--- src/dspc_cfg.svh ---
/*
 * Constants for the disc sector pulse counter: register offsets, field
 * positions, reset values and timing counts.
 * Assumes a 125 MHz mclk and a 32-bit APB register bus.
 */
`ifndef DSPC_CFG_SVH
`define DSPC_CFG_SVH

// ==========================================================================
// Register offsets (byte addresses)
`define DSPC_OFS_CTRL 12'h000
`define DSPC_OFS_PPR 12'h004
`define DSPC_OFS_SECTORS 12'h008
`define DSPC_OFS_PRESET 12'h00c
`define DSPC_OFS_STATUS 12'h010

// ==========================================================================
// Field positions
`define DSPC_CTRL_CLKSEL 0
`define DSPC_CTRL_RUNT 1
`define DSPC_STAT_INDEX 8
`define DSPC_STAT_RUNT 9

// ==========================================================================
// Reset values
`define DSPC_RST_PPR 16'h6900
`define DSPC_RST_SECTORS 8'h40

// ==========================================================================
// Timing: sector pulse width in ns, and its length in mclk cycles
`define DSPC_CLK_MHZ 125
`define DSPC_PULSE_NS 200
`define DSPC_PULSE_CYC ((`DSPC_PULSE_NS * `DSPC_CLK_MHZ + 999) / 1000)
`define DSPC_BYTE_DIV 8

`endif

--- src/dspc_pkg.sv ---
/*
 * Types shared by the disc sector pulse counter.
 * Assumes dspc_cfg.svh holds all numeric constants.
 */
package dspc_pkg;

    // ======================================================================
    // Counter clock choice
    typedef enum logic {DSPC_CLK_SECTOR, DSPC_CLK_BYTE} dspc_clk_sel_t;

    // ======================================================================
    // Pins arriving from outside the mclk domain
    typedef struct packed {
        logic tag4;
        logic servoClk;
        logic sectorClk;
        logic index;
    } dspc_pins_t;

    // ======================================================================
    // Switch settings held in the control register
    typedef struct packed {
        logic runtSuppress;
        dspc_clk_sel_t clkSel;
    } dspc_cfg_t;

endpackage

--- src/dspc_sector_counter.sv ---
/*
 * Sector pulse generator with current sector counter and APB registers.
 * Assumes all pins arrive asynchronously to mclk and that the selected
 * counter clock and the servo clock run well below mclk / 6.
 */
// The APB interface to the registers and the address map were decided locally.
`timescale 1ns/100ps
`include "dspc_cfg.svh"

module dspc_sector_counter
(
    // Clock and reset
    input wire logic mclk,
    input wire logic arst_n,
    // APB slave
    input wire logic psel,
    input wire logic penable,
    input wire logic pwrite,
    input wire logic [11:0] paddr,
    input wire logic [31:0] pwdata,
    output logic [31:0] prdata,
    output logic pready,
    output logic pslverr,
    // Drive pins
    input wire dspc_pkg::dspc_pins_t pins,
    output logic sectorPulse,
    output logic [7:0] busIn,
    output logic busInValid
);
    import dspc_pkg::*;

    localparam int PW = `DSPC_PULSE_CYC;
    // Last cycle index of the pulse, counted from its first high cycle
    localparam int PW_LAST = PW - 1;

    // ======================================================================
    // Registers
    dspc_pins_t sync1_reg, sync2_reg, sync3_reg, stable_reg;
    logic [2:0] byteDiv_reg;
    dspc_cfg_t cfg_reg;
    logic [15:0] ppr_reg;
    logic [7:0] sectors_reg;
    logic [15:0] preset_reg;
    logic [15:0] cnt_reg;
    logic [15:0] pos_reg;
    logic [7:0] curSect_reg;
    logic [7:0] pulseCnt_reg;
    logic runtSeen_reg;
    logic sectorPulse_reg;
    logic [7:0] busIn_reg;
    logic busInValid_reg;
    logic [31:0] prdata_reg;
    logic pready_reg;
    logic pslverr_reg;

    // ======================================================================
    // Pin synchronisers: a change counts once stages two and three agree
    always_ff @(posedge mclk or negedge arst_n)
    begin
        if (!arst_n)
        begin
            sync1_reg <= '0;
            sync2_reg <= '0;
            sync3_reg <= '0;
            stable_reg <= '0;
        end
        else
        begin
            sync1_reg <= pins;
            sync2_reg <= sync1_reg;
            sync3_reg <= sync2_reg;
            for (int i = 0; i < 4; i++)
            begin
                if (sync2_reg[i] == sync3_reg[i])
                begin
                    stable_reg[i] <= sync3_reg[i];
                end
            end
        end
    end

    // Rising edges of the filtered pins
    logic sectRise, servoRise, tagRise;
    logic indexLvl;
    assign sectRise = (sync2_reg.sectorClk == sync3_reg.sectorClk) && sync3_reg.sectorClk && !stable_reg.sectorClk;
    assign servoRise = (sync2_reg.servoClk == sync3_reg.servoClk) && sync3_reg.servoClk && !stable_reg.servoClk;
    assign tagRise = (sync2_reg.tag4 == sync3_reg.tag4) && sync3_reg.tag4 && !stable_reg.tag4;
    assign indexLvl = stable_reg.index;

    // ======================================================================
    // Byte clock: servo clock divided down to a one-cycle enable
    always_ff @(posedge mclk or negedge arst_n)
    begin
        if (!arst_n)
        begin
            byteDiv_reg <= '0;
        end
        else if (servoRise)
        begin
            byteDiv_reg <= byteDiv_reg + 3'h1;
        end
    end

    // Counter clock select
    logic tick;
    always_comb
    begin
        if (cfg_reg.clkSel == DSPC_CLK_BYTE)
        begin
            tick = servoRise && (byteDiv_reg == 3'(`DSPC_BYTE_DIV - 1));
        end
        else
        begin
            tick = sectRise;
        end
    end

    // ======================================================================
    // APB access decode; writes land at the access edge only
    logic setup, wrEn;
    assign setup = psel && !penable;
    assign wrEn = psel && penable && pready_reg && pwrite;

    // Switch settings written by software
    always_ff @(posedge mclk or negedge arst_n)
    begin
        if (!arst_n)
        begin
            cfg_reg <= '0;
            ppr_reg <= `DSPC_RST_PPR;
            sectors_reg <= `DSPC_RST_SECTORS;
        end
        else if (wrEn)
        begin
            if (paddr == `DSPC_OFS_CTRL)
            begin
                cfg_reg.clkSel <= dspc_clk_sel_t'(pwdata[`DSPC_CTRL_CLKSEL]);
                cfg_reg.runtSuppress <= pwdata[`DSPC_CTRL_RUNT];
            end
            else if (paddr == `DSPC_OFS_PPR)
            begin
                ppr_reg <= pwdata[15:0];
            end
            else if (paddr == `DSPC_OFS_SECTORS)
            begin
                sectors_reg <= pwdata[7:0];
            end
        end
    end

    // Preset follows the setting; a zero sector count leaves a preset of zero
    always_ff @(posedge mclk or negedge arst_n)
    begin
        if (!arst_n)
        begin
            // Matches the reset switch settings, so the preset is never stale after reset
            preset_reg <= 16'(`DSPC_RST_PPR / `DSPC_RST_SECTORS - 1);
        end
        else if (sectors_reg == 8'h00 || ppr_reg < 16'(sectors_reg))
        begin
            preset_reg <= '0;
        end
        else
        begin
            preset_reg <= 16'(ppr_reg / 16'(sectors_reg)) - 16'h0001;
        end
    end

    // Read data and answer are set up in the setup cycle, so one wait-free access
    always_ff @(posedge mclk or negedge arst_n)
    begin
        if (!arst_n)
        begin
            prdata_reg <= '0;
            pready_reg <= 1'b0;
            pslverr_reg <= 1'b0;
        end
        else
        begin
            pready_reg <= setup;
            pslverr_reg <= 1'b0;
            prdata_reg <= '0;
            if (setup)
            begin
                if (paddr == `DSPC_OFS_CTRL)
                begin
                    prdata_reg <= {30'h0, cfg_reg.runtSuppress, cfg_reg.clkSel};
                end
                else if (paddr == `DSPC_OFS_PPR)
                begin
                    prdata_reg <= {16'h0, ppr_reg};
                end
                else if (paddr == `DSPC_OFS_SECTORS)
                begin
                    prdata_reg <= {24'h0, sectors_reg};
                end
                else if (paddr == `DSPC_OFS_PRESET)
                begin
                    prdata_reg <= {16'h0, preset_reg};
                end
                else if (paddr == `DSPC_OFS_STATUS)
                begin
                    prdata_reg <= {22'h0, runtSeen_reg, indexLvl, curSect_reg};
                end
                else
                begin
                    pslverr_reg <= 1'b1;
                end
            end
        end
    end

    // ======================================================================
    // Down counter; zero is reached by decrement or by a zero preset
    logic [15:0] cntNext, posNext, remain;
    logic borrow, runt;
    assign cntNext = (cnt_reg == 16'h0000) ? preset_reg : cnt_reg - 16'h0001;
    assign posNext = (pos_reg == 16'hffff) ? pos_reg : pos_reg + 16'h0001;
    assign remain = (posNext >= ppr_reg) ? 16'h0000 : ppr_reg - posNext;
    assign borrow = tick && !indexLvl && (cntNext == 16'h0000);
    assign runt = cfg_reg.runtSuppress && (remain < preset_reg);

    always_ff @(posedge mclk or negedge arst_n)
    begin
        if (!arst_n)
        begin
            cnt_reg <= '0;
        end
        else if (indexLvl)
        begin
            cnt_reg <= preset_reg;
        end
        else if (tick)
        begin
            cnt_reg <= cntNext;
        end
    end

    // Clocks since index, the reference for judging a runt
    always_ff @(posedge mclk or negedge arst_n)
    begin
        if (!arst_n)
        begin
            pos_reg <= '0;
        end
        else if (indexLvl)
        begin
            pos_reg <= '0;
        end
        else if (tick)
        begin
            pos_reg <= posNext;
        end
    end

    // ======================================================================
    // Sector pulse one-shot; a retrigger restarts the width
    always_ff @(posedge mclk or negedge arst_n)
    begin
        if (!arst_n)
        begin
            pulseCnt_reg <= '0;
            sectorPulse_reg <= 1'b0;
        end
        else if (borrow && !runt)
        begin
            pulseCnt_reg <= 8'(PW - 1);
            sectorPulse_reg <= 1'b1;
        end
        else if (pulseCnt_reg != 8'h00)
        begin
            pulseCnt_reg <= pulseCnt_reg - 8'h01;
        end
        else
        begin
            sectorPulse_reg <= 1'b0;
        end
    end

    // Sticky note of a dropped runt, cleared by the next index
    always_ff @(posedge mclk or negedge arst_n)
    begin
        if (!arst_n)
        begin
            runtSeen_reg <= 1'b0;
        end
        else if (borrow && runt)
        begin
            runtSeen_reg <= 1'b1;
        end
        else if (indexLvl)
        begin
            runtSeen_reg <= 1'b0;
        end
    end

    // ======================================================================
    // Current sector counter, counts only pulses that are output
    always_ff @(posedge mclk or negedge arst_n)
    begin
        if (!arst_n)
        begin
            curSect_reg <= '0;
        end
        else if (indexLvl)
        begin
            curSect_reg <= '0;
        end
        else if (borrow && !runt)
        begin
            curSect_reg <= curSect_reg + 8'h01;
        end
    end

    // Tag 4 latches the address; it stands until the tag line drops
    always_ff @(posedge mclk or negedge arst_n)
    begin
        if (!arst_n)
        begin
            busIn_reg <= '0;
            busInValid_reg <= 1'b0;
        end
        else if (tagRise)
        begin
            busIn_reg <= curSect_reg;
            busInValid_reg <= 1'b1;
        end
        else if (!stable_reg.tag4)
        begin
            busInValid_reg <= 1'b0;
        end
    end

    assign prdata = prdata_reg;
    assign pready = pready_reg;
    assign pslverr = pslverr_reg;
    assign sectorPulse = sectorPulse_reg;
    assign busIn = busIn_reg;
    assign busInValid = busInValid_reg;
endmodule // dspc_sector_counter

--- config.mk ---
export PLATFORM = sky130hd
export DESIGN_NAME = dspc_sector_counter
export DESIGN_NICKNAME = d
export VERILOG_FILES = /design/src/dspc_pkg.sv /design/src/dspc_sector_counter.sv
export VERILOG_INCLUDE_DIRS = /design/src /design/src/src
export SDC_FILE = /design/constraint.sdc
export NUM_CORES = 1
export LEC_CHECK = 0
export BUFFER_PORTS_ARGS = -buffer_cell sky130_fd_sc_hd__clkbuf_2
export CAP_MARGIN = 20
export CELL_PAD_IN_SITES_DETAIL_PLACEMENT = 0
export CELL_PAD_IN_SITES_GLOBAL_PLACEMENT = 1
export CORE_ASPECT_RATIO = 0.75
export CORE_UTILIZATION = 44
export CTS_BUF_LIST = sky130_fd_sc_hd__clkbuf_4
export DETAILED_ROUTE_END_ITERATION = 8
export GPL_ROUTABILITY_DRIVEN = 0
export PLACE_DENSITY_LB_ADDON = 0.1
export RECOVER_POWER = 100
export SLEW_MARGIN = 20
export SYNTH_ARGS = -nofsm -noshare
export SYNTH_HDL_FRONTEND = slang
export SYNTH_SLANG_ARGS = --single-unit
--- constraint.sdc ---
create_clock -name mclk -period 29.7 [get_ports mclk]
set_clock_uncertainty 0.2 [all_clocks]
set_input_delay 2.97 -clock mclk [delete_from_list [all_inputs] [get_ports mclk]]
set_output_delay 2.97 -clock mclk [all_outputs]
set_load 0.05 [all_outputs]
==> metrics, run 1 <==
gr usage total=26.47%; routed len/inst=17.95 um; Reg power frac=51.7%; clock root buffer=clkbuf_4; Synth Cell Area=13240 um^2; CTS Hold Buffers Added=0; hold path start=sync1_reg[1]; Rows=54; clock buffer count from CTS=17; IO Count=97; number of global-route vias before repair=11720; Leak Pwr=0.007600 uW; IO Port Bufs=64; DIE WIDTH=202.3 um; GRT overflow=0; VDD IR max=0.00002159 V; MaxCap Viol Count=5; Synth-to-Final Area Change=22.95%; fmax=0.03518 GHz; # setup viols final=0; Initial DRC Count=933; core region area=29320 um^2; P per Cell Area=25.22 nW/um^2; sequential element share of the synthesized area=26.18%; RR Endpoint=preset_reg[14]; CTS tree=done; clock transition at the registers of the reported paths=0.13 ns; Max H-tree Level=4; number of flops mapped to enable cells by yosys=0; dpl ws=-0.5141 ns; Final Slew Violations=225; Clock Power Share=31.5%; slew at the pin closest to its max-slew limit=4.528 ns; relative slew slack=-201.8%; via count=12697; Clk Latency, worst-skew pair=0.62 ns; Layout Cells excl Fill=2278; vias per cell=5.574; Final TNS setup=0 ns; Die Ht=152.2 um; Critical path buffers and inverters=11; reg-to-reg startpoint=sectors_reg[0]; failing checks=capacitance limit, slew limit; Worst Hold Endpoint=sync2_reg[1]; R2R Setup Slk=1.27 ns; Total Routed Length=40900 um; slack of the critical path=1.274 ns; first-pass GRT wire length=64470 um; number of distinct library cells after synthesis=100; Worst EP arrival=28.68 ns; path type of the worst min-delay path=reg -> reg; top_reg_cell synth=dfrtp_1; Initial Util=45.15%; net switching power=137.1 uW; NumNets Final=2077; Post-Route Utilization=55.51%; R2R depth=146; Top delay family on crit path=compound AO/OA/AOI/OAI gates; Async S/R FF share, synth=100.0%; DRT antenna net count=0; Sink Count=138; crit end category=flip-flop; largest net degree at the start of global routing=84; placed insts=2227; switch share=33.40%; Worst path slowest cell=or4_4; most frequent cells in the layout=241 x buf_4, 179 x nor2_1, 145 x ha_1; drt pass-1 iters=7; critical path peak fanout=8; Remaining DRCs=0; hold path cells=0; post-DP HPWL=31330 um; critical path class=reg -> reg; FF+latch count, synth=138; Final Cycle Share=95.71%; Comb pwr share=16.8%; minimum clock period after layout=28.43 ns; CTS max path bufs=2; synthesized area per cell=8.285 um^2; layout cells sized above 1=25.15%; die footprint=30790 um^2; Cells after Synth=1598; yosys warns=0; initial antenna violation count=1; Crit path top cell by count=o21a_1; outcome=finished with violations; internal power=273.4 uW; critical path's largest stage delay=0.57 ns; Required @ worst endpoint=29.95 ns; commonest non-fill, non-tap cell in the layout=buf_4; Worst setup SP type=flip-flop; Hold Fails Final Rpt=0
power groups by stage:
stage / sequential (uW) / clock, uW / combinational, uW
floorplan: 214 / 0 / 50.7
global placement: 215 / 0 / 67.0
detailed placement: 215 / 0 / 69.2
CTS: 212 / 132 / 69.6
global route: 214 / 141 / 78.5
finish: 212 / 129 / 69.0
worst reg2reg max path, delay by kind of cell (launching register included):
kind / cells / cell delay [ns]
simple gates: 45 / 8.24
fa+ha+maj: 17 / 4.42
buf+inv: 11 / 1.44
mux: 5 / 1.42
flops: 1 / 0.43
xor+xnor: 1 / 0.13
compound gates: 67 / 11.96
cell usage after synthesis, types with 18 or more instances:
cell	count	area share, %
nor2_1	187	5.3
ha_1	151	14
dfrtp_1	128	24
nand2_1	122	3.5
a21oi_1	116	4.4
o21ai_0	90	3.4
inv_1	62	1.8
nor3_1	58	2.2
clkbuf_1	48	1.4
xnor2_1	45	3.0
mux2_2	44	3.7
xor2_1	44	2.9
o21a_1	43	2.4
nand3_1	35	1.3
nand2b_1	29	1.4
nor2b_1	22	1.0
or3_1	22	1.0
nand4_1	20	0.95
o31ai_1	20	1.1
mux2i_1	19	1.4
a211oi_1	18	1.0
a21o_1	18	1.0
nor4_1	18	0.85
metal layers:
| metal | vias to the layer above | track usage, % | wire (um) |
|---|---|---|---|
| li1 | 6372 | - | - |
| met1 | 5986 | 41.57 | 21470 |
| met2 | 307 | 38.19 | 16930 |
| met3 | 32 | 4.063 | 2108 |
| met4 | 0 | 4.117 | 379 |
| met5 | - | 0 | 0 |
how the worst max path moves through the flow:
| stage | start | end | cells after the start |
|---|---|---|---|
| CTS | sectors_reg[0] | preset_reg[14] | 150 |
| detailed placement | sectors_reg[0] | preset_reg[14] | 147 |
| finish | sectors_reg[0] | preset_reg[14] | 146 |
| global placement | sectors_reg[0] | preset_reg[14] | 146 |
| global route | sectors_reg[0] | preset_reg[14] | 150 |
| floorplan | sectors_reg[0] | preset_reg[14] | 154 |
cell families after synthesis:
kind of cell | after synthesis | share of synthesized area [%]
xor gates and xnor gates | 89 | 5.888
and+or+nand+nor | 591 | 22.17
DFF | 138 | 26.18
buffers and inverters | 135 | 4.499
muxes | 65 | 5.463
other | 1 | 0.02833
adders and majority gates | 153 | 14.50
AOI/OAI and AO/OA | 426 | 21.27
through the flow:
stage               total power [uW]  area [um^2]  hold slack, ns
finish                         410.5        16280          0.1631
detailed placement             284.5        15550          0.1347
global route                   433.4        16280          0.1687
floorplan                      264.7        13340          0.1312
CTS                            414.1        15900          0.1650
global placement               281.8        15550          0.1350
area by class of cell:
cell class	count	area (um^2)
Clock buffer	17	127.6
Sequential cell	138	3466
Antenna cell	1	2.502
Multi-Input combinational cell	1340	9654
Inverter	62	236.5
Tap cell	392	490.5
Clock inverter	15	152.6
Fill cell	2786	13050
Timing Repair Buffer	313	2147
timing repair:
action                     CTS  global route
setup buffers                3            14
gates cloned                 0             1
gates resized for setup     17            79
setup endpoints to repair    5            16
hold endpoints to repair     0             0
pin swaps                    3            36
(Power assumes the default switching activity.)
==> inputs of run 2 (changes only) <==
Settings changed: ABC_AREA from default to 1, CORE_UTILIZATION 44 to 42.
==> run 2 against run 1 <==
Against the previous run:
- the flow still finishes with violations (capacitance limit, slew limit)
- fmax rose by 4.0%
- die area up 7.2%
- synthesized cell count rose by 20%
- non-clock buffer count fell by 196
- critical path type unchanged
==> metrics, run 2 <==
Synth-to-Final Area Change=10.57%; top cells by area, synth=dfrtp_1 24%, ha_1 14%, nand2_1 11%; met3 usage=4.543%; via count=12861; minimum clock period after layout=27.34 ns; critical path peak fanout=11; Die Ht=157.6 um; vias per cell=5.290; top_reg_cell synth=dfrtp_1; Final Cycle Share=92.06%; placed cell areas=14460 um^2; CTS Hold Buffers Added=0; crit end category=flip-flop; fmax=0.03657 GHz; post-route cell area=14990 um^2; R2R depth=197; critical path's largest stage delay=0.53 ns; Total Routed Length=40840 um; sequential element share of the synthesized area=25.56%; first-pass GRT wire length=63760 um; Synth Cell Area=13560 um^2; routed len/inst=16.80 um; Initial Util=43.01%; Sink Count=138; yosys warns=0; Final Slew Violations=164; gr usage total=24.90%; Remaining DRCs=0; DRT antenna net count=0; # setup viols final=0; clock root buffer=clkbuf_4; Hold Fails Final Rpt=0; FF+latch count, synth=138; Crit. Startpoint=sectors_reg[7]; hold path cells=0; Final TNS setup=0 ns; Layout Cells excl Fill=2431; synthesized area per cell=7.078 um^2; Yosys top cell area share=23.62%; commonest non-fill, non-tap cell in the layout=nand2_1; ant diodes=0; Worst EP arrival=27.65 ns; NumNets Final=2217; clock buffer count from CTS=17; Max H-tree Level=4; path type of the worst min-delay path=reg -> reg; Worst setup SP type=flip-flop; critical path class=reg -> reg; hold path start=sync1_reg[1]; largest net degree at the start of global routing=75; most crowded layer after global routing=met1; reg-to-reg startpoint=sectors_reg[7]; CTS tree=done; GRT overflow=0; clock transition at the registers of the reported paths=0.14 ns; most frequent cells in the layout=404 x nand2_1, 259 x inv_1, 151 x nor2_1, 151 x ha_1, 128 x dfrtp_1; drt pass-1 iters=6; M2 GR Usage=35.21%; Worst path slowest cell=dfrtp_1; Initial DRC Count=938; failing checks=capacitance limit, slew limit; number of global-route vias before repair=11478; Clk Latency, worst-skew pair=0.62 ns; Crit path top cell by count=nand2_1; Cells after Synth=1916; IO Count=97; top-count cell post-synth=nand2_1; number of flops mapped to enable cells by yosys=0; outcome=finished with violations; Synth top cells by count=405 x nand2_1, 263 x inv_1, 155 x nor2_1, 151 x ha_1, 136 x o21ai_0; met1 GRT Util=39.30%; DIE WIDTH=209.5 um; Rows=56; Async S/R FF share, synth=100.0%; MaxCap Viol Count=4; initial antenna violation count=1; CTS max path bufs=2; number of distinct library cells after synthesis=67; Required @ worst endpoint=30.01 ns; die footprint=33020 um^2; layout cells sized above 1=12.59%; core region area=31530 um^2; IO Port Bufs=64; slew at the pin closest to its max-slew limit=4.078 ns; post-DP HPWL=31870 um; hold slack final=0.1669 ns; placed insts=2381; relative slew slack=-171.9%; area leader, netlist=dfrtp_1
-- run 2: cell types whose count changed in the layout (fill, tap and decap cells not counted), sizes merged, moves of 43 or more --
cell / before / now
buf: 245 / 48
nand2: 125 / 436
inv: 70 / 279
nand3: 36 / 120
mux2: 45 / 2
o21ai: 94 / 149
-- run 2: worst max-delay path: cells and delay by family, from the launching register on --
family	cells	cell delay, ns
AO/OA/AOI/OAI	60	8.78
buffers and inverters	33	2.98
AND/OR/NAND/NOR	87	9.84
adder cells (fa/ha/maj)	16	4.71
flip-flops	1	0.53
XOR/XNOR	1	0.16
-- run 2: metal layers --
metal	wire length, um	share of wire, %
met2	16220	40
met4	246	0.60
met1	22000	54
met3	2376	5.8
met5	0	0
-- run 2: path summary, 6_finish.rpt --
| path | to | slack [ns] |
|---|---|---|
| setup / recovery | preset_reg[14] | 2.36 |
| hold / removal | sync2_reg[1] | 0.17 |
| setup reg to reg | preset_reg[14] | 2.36 |
| hold reg to reg | sync2_reg[1] | 0.17 |
| max in group asynchronous | sync3_reg[3] | 20.94 |
| min in group asynchronous | pos_reg[3] | 3.56 |
-- run 2: final cells by class --
class | instances | area, um^2
multi-input cells | 1459 | 8967
repair buffers | 117 | 665.6
fillers | 3267 | 16540
clock inverters | 15 | 191.4
well taps | 406 | 508.0
flip-flops and latches | 138 | 3466
clock buffers | 17 | 127.6
repair inverters | 1 | 5.005
inverters | 278 | 1064
-- run 2: metrics by stage --
| step | util (%) | setup slack, ns |
|---|---|---|
| finish | 47.56 | 2.359 |
| global route | 47.56 | -0.09803 |
| CTS | 46.86 | 0.4286 |
| detailed placement | 45.85 | 0.6240 |
| global placement | 45.81 | 0.9044 |
| floorplan | - | 2.096 |
-- run 2: logic make-up (layout without fill, tap and decap cells) --
logic type / after synthesis / in the layout / synth area share, %
buffers and inverters: 334 / 428 / 9.928
AO/OA/AOI/OAI: 341 / 341 / 14.87
other: 1 / 16 / 0.02765
multiplexers: 10 / 10 / 0.7566
XOR/XNOR: 83 / 83 / 5.361
adder cells (fa/ha/maj): 153 / 153 / 14.15
AND/OR/NAND/NOR: 856 / 856 / 29.34
flip-flops: 138 / 138 / 25.56
-- run 2: timing repair --
item | in CTS | in global routing
setup endpoints to repair | 0 | 16
gates resized for setup | 0 | 61
setup buffers | 0 | 17
endpoints found under the hold margin | 0 | 0
Power of run 2 is not shown: default switching activity piles up to over one toggle a cycle in this logic, so the estimate is an artifact.
==> inputs of run 3 (changes only) <==
Settings changed: CORE_MARGIN from default to 4, CTS_CLUSTER_DIAMETER from default to 80.
==> run 3 against run 2 <==
Against the previous run:
- the flow still finishes with violations (capacitance limit, slew limit)
- sequential share of layout area about the same
- critical path depth unchanged
- wire length up 1.7%
- fmax down 0.41%
- non-clock buffer count up 4
- global-route usage down 1.8 points
- cell count up 0.29%
- via count up 0.47%
- flip-flop and latch count unchanged
- cell area about the same
- count of clock-buffer cells in the layout unchanged
- critical path type unchanged
- worst hold slack better by 0.0055 ns
==> metrics, run 3 (synthesis results as in run 2) <==
outcome=finished with violations; failing checks=capacitance limit, slew limit; clock root buffer=clkbuf_4; MaxCap Viol Count=2; DIE WIDTH=215.5 um; most crowded layer after global routing=met1; relative slew slack=-184.0%; critical path's largest stage delay=0.46 ns; CTS tree=done; Hold Fails Final Rpt=0; R2R depth=197; Die Ht=163.6 um; number of global-route vias before repair=11610; drt pass-1 iters=5; Worst EP arrival=27.81 ns; via count=12921; Crit path top cell by count=nand2_1; Synth-to-Final Area Change=10.63%; fmax=0.03643 GHz; placed cell areas=14450 um^2; RR Endpoint=preset_reg[8]; DRT antenna net count=0; Remaining DRCs=0; post-route cell area=15000 um^2; Final Cycle Share=92.43%; layout cells sized above 1=13.05%; Clk Latency, worst-skew pair=0.62 ns; routed len/inst=17.04 um; Final TNS setup=0 ns; IO Count=97; slack of the critical path=2.247 ns; # setup viols final=0; core region area=31530 um^2; crit end category=flip-flop; NumNets Final=2222; Worst Hold Endpoint=sync2_reg[0]; CTS max path bufs=2; Initial Util=43.01%; Total Routed Length=41540 um; CTS Hold Buffers Added=0; vias per cell=5.300; met1 GRT Util=36.80%; GRT overflow=0; most frequent cells in the layout=403 x nand2_1, 256 x inv_1, 152 x nor2_1; Max H-tree Level=4; Required @ worst endpoint=30.06 ns; IO Port Bufs=64; reg-to-reg startpoint=ppr_reg[15]; M2 GR Usage=32.93%; post-DP HPWL=32550 um; commonest non-fill, non-tap cell in the layout=nand2_1; Worst path slowest cell=dfrtp_1; gr usage total=23.15%; critical path class=reg -> reg; hold path cells=0; largest net degree at the start of global routing=77; Sink Count=138; dpl ws=0.5144 ns; critical path peak fanout=10; Rows=56; Fillers=3280; path type of the worst min-delay path=reg -> reg; Worst setup SP type=flip-flop; die footprint=35260 um^2; Initial DRC Count=1050; R2R Setup Slk=2.25 ns; clock buffer count from CTS=17; first-pass GRT wire length=64650 um; Crit. Startpoint=ppr_reg[15]; Final Slew Violations=141; met3 usage=4.092%; clock transition at the registers of the reported paths=0.14 ns; hold path start=sync1_reg[0]; slew at the pin closest to its max-slew limit=4.259 ns; initial antenna violation count=3; minimum clock period after layout=27.45 ns
[run 3: what timing repair did]
| item | 4_1_cts | 5_1_grt |
|---|---|---|
| buffers inserted | 0 | 22 |
| setup endpoints to repair | 0 | 16 |
| gates resized for setup | 0 | 73 |
[run 3: cell type report]
type / count / area [um^2] / share of cell area, %
multi-input combinational: 1459 / 8999 / 59.98
antenna: 2 / 5.005 / 0.03336
sequential: 138 / 3466 / 23.10
clock buffer: 17 / 127.6 / 0.8507
clock inverter: 15 / 117.6 / 0.7840
inverter: 278 / 1067 / 7.114
timing repair inverter: 2 / 12.51 / 0.08340
tap: 406 / 508.0 / 3.386
timing repair buffer: 121 / 699.4 / 4.662
[run 3: worst max-delay path by stage]
stage | endpoint | slack, ns | cells past startpoint
after floorplan | preset_reg[14] | 2.10 | 205
after global placement | preset_reg[14] | 0.82 | 194
after detailed placement | preset_reg[14] | 0.51 | 196
after CTS | preset_reg[14] | 0.30 | 196
after global routing | preset_reg[8] | -0.05 | 199
final | preset_reg[8] | 2.25 | 197
[run 3: layer usage]
layer | vias up | wire length [um]
met3 | 31 | 2279
met4 | 0 | 430
met5 | - | 0
met2 | 276 | 16860
li1 | 6555 | -
met1 | 6059 | 21960
[run 3: stage by stage]
step	hold slack, ns	utilization, %	instances
finish	0.1724	47.58	2438
global route	0.1731	47.58	2438
CTS	0.1761	46.61	2412
detailed placement	0.1380	45.83	2380
global placement	0.1406	45.83	2380
floorplan	0.1312	-	1931
[run 3: worst max-delay path, delay by kind of cell, from the launching register on]
kind	cells	cell delay [ns]
XOR/XNOR	1	0.18
flip-flops	1	0.46
adder cells (fa/ha/maj)	17	4.95
buffers and inverters	32	3.02
AO/OA/AOI/OAI	63	9.60
AND/OR/NAND/NOR	84	8.92
Power of run 3 is left out for the same reason.
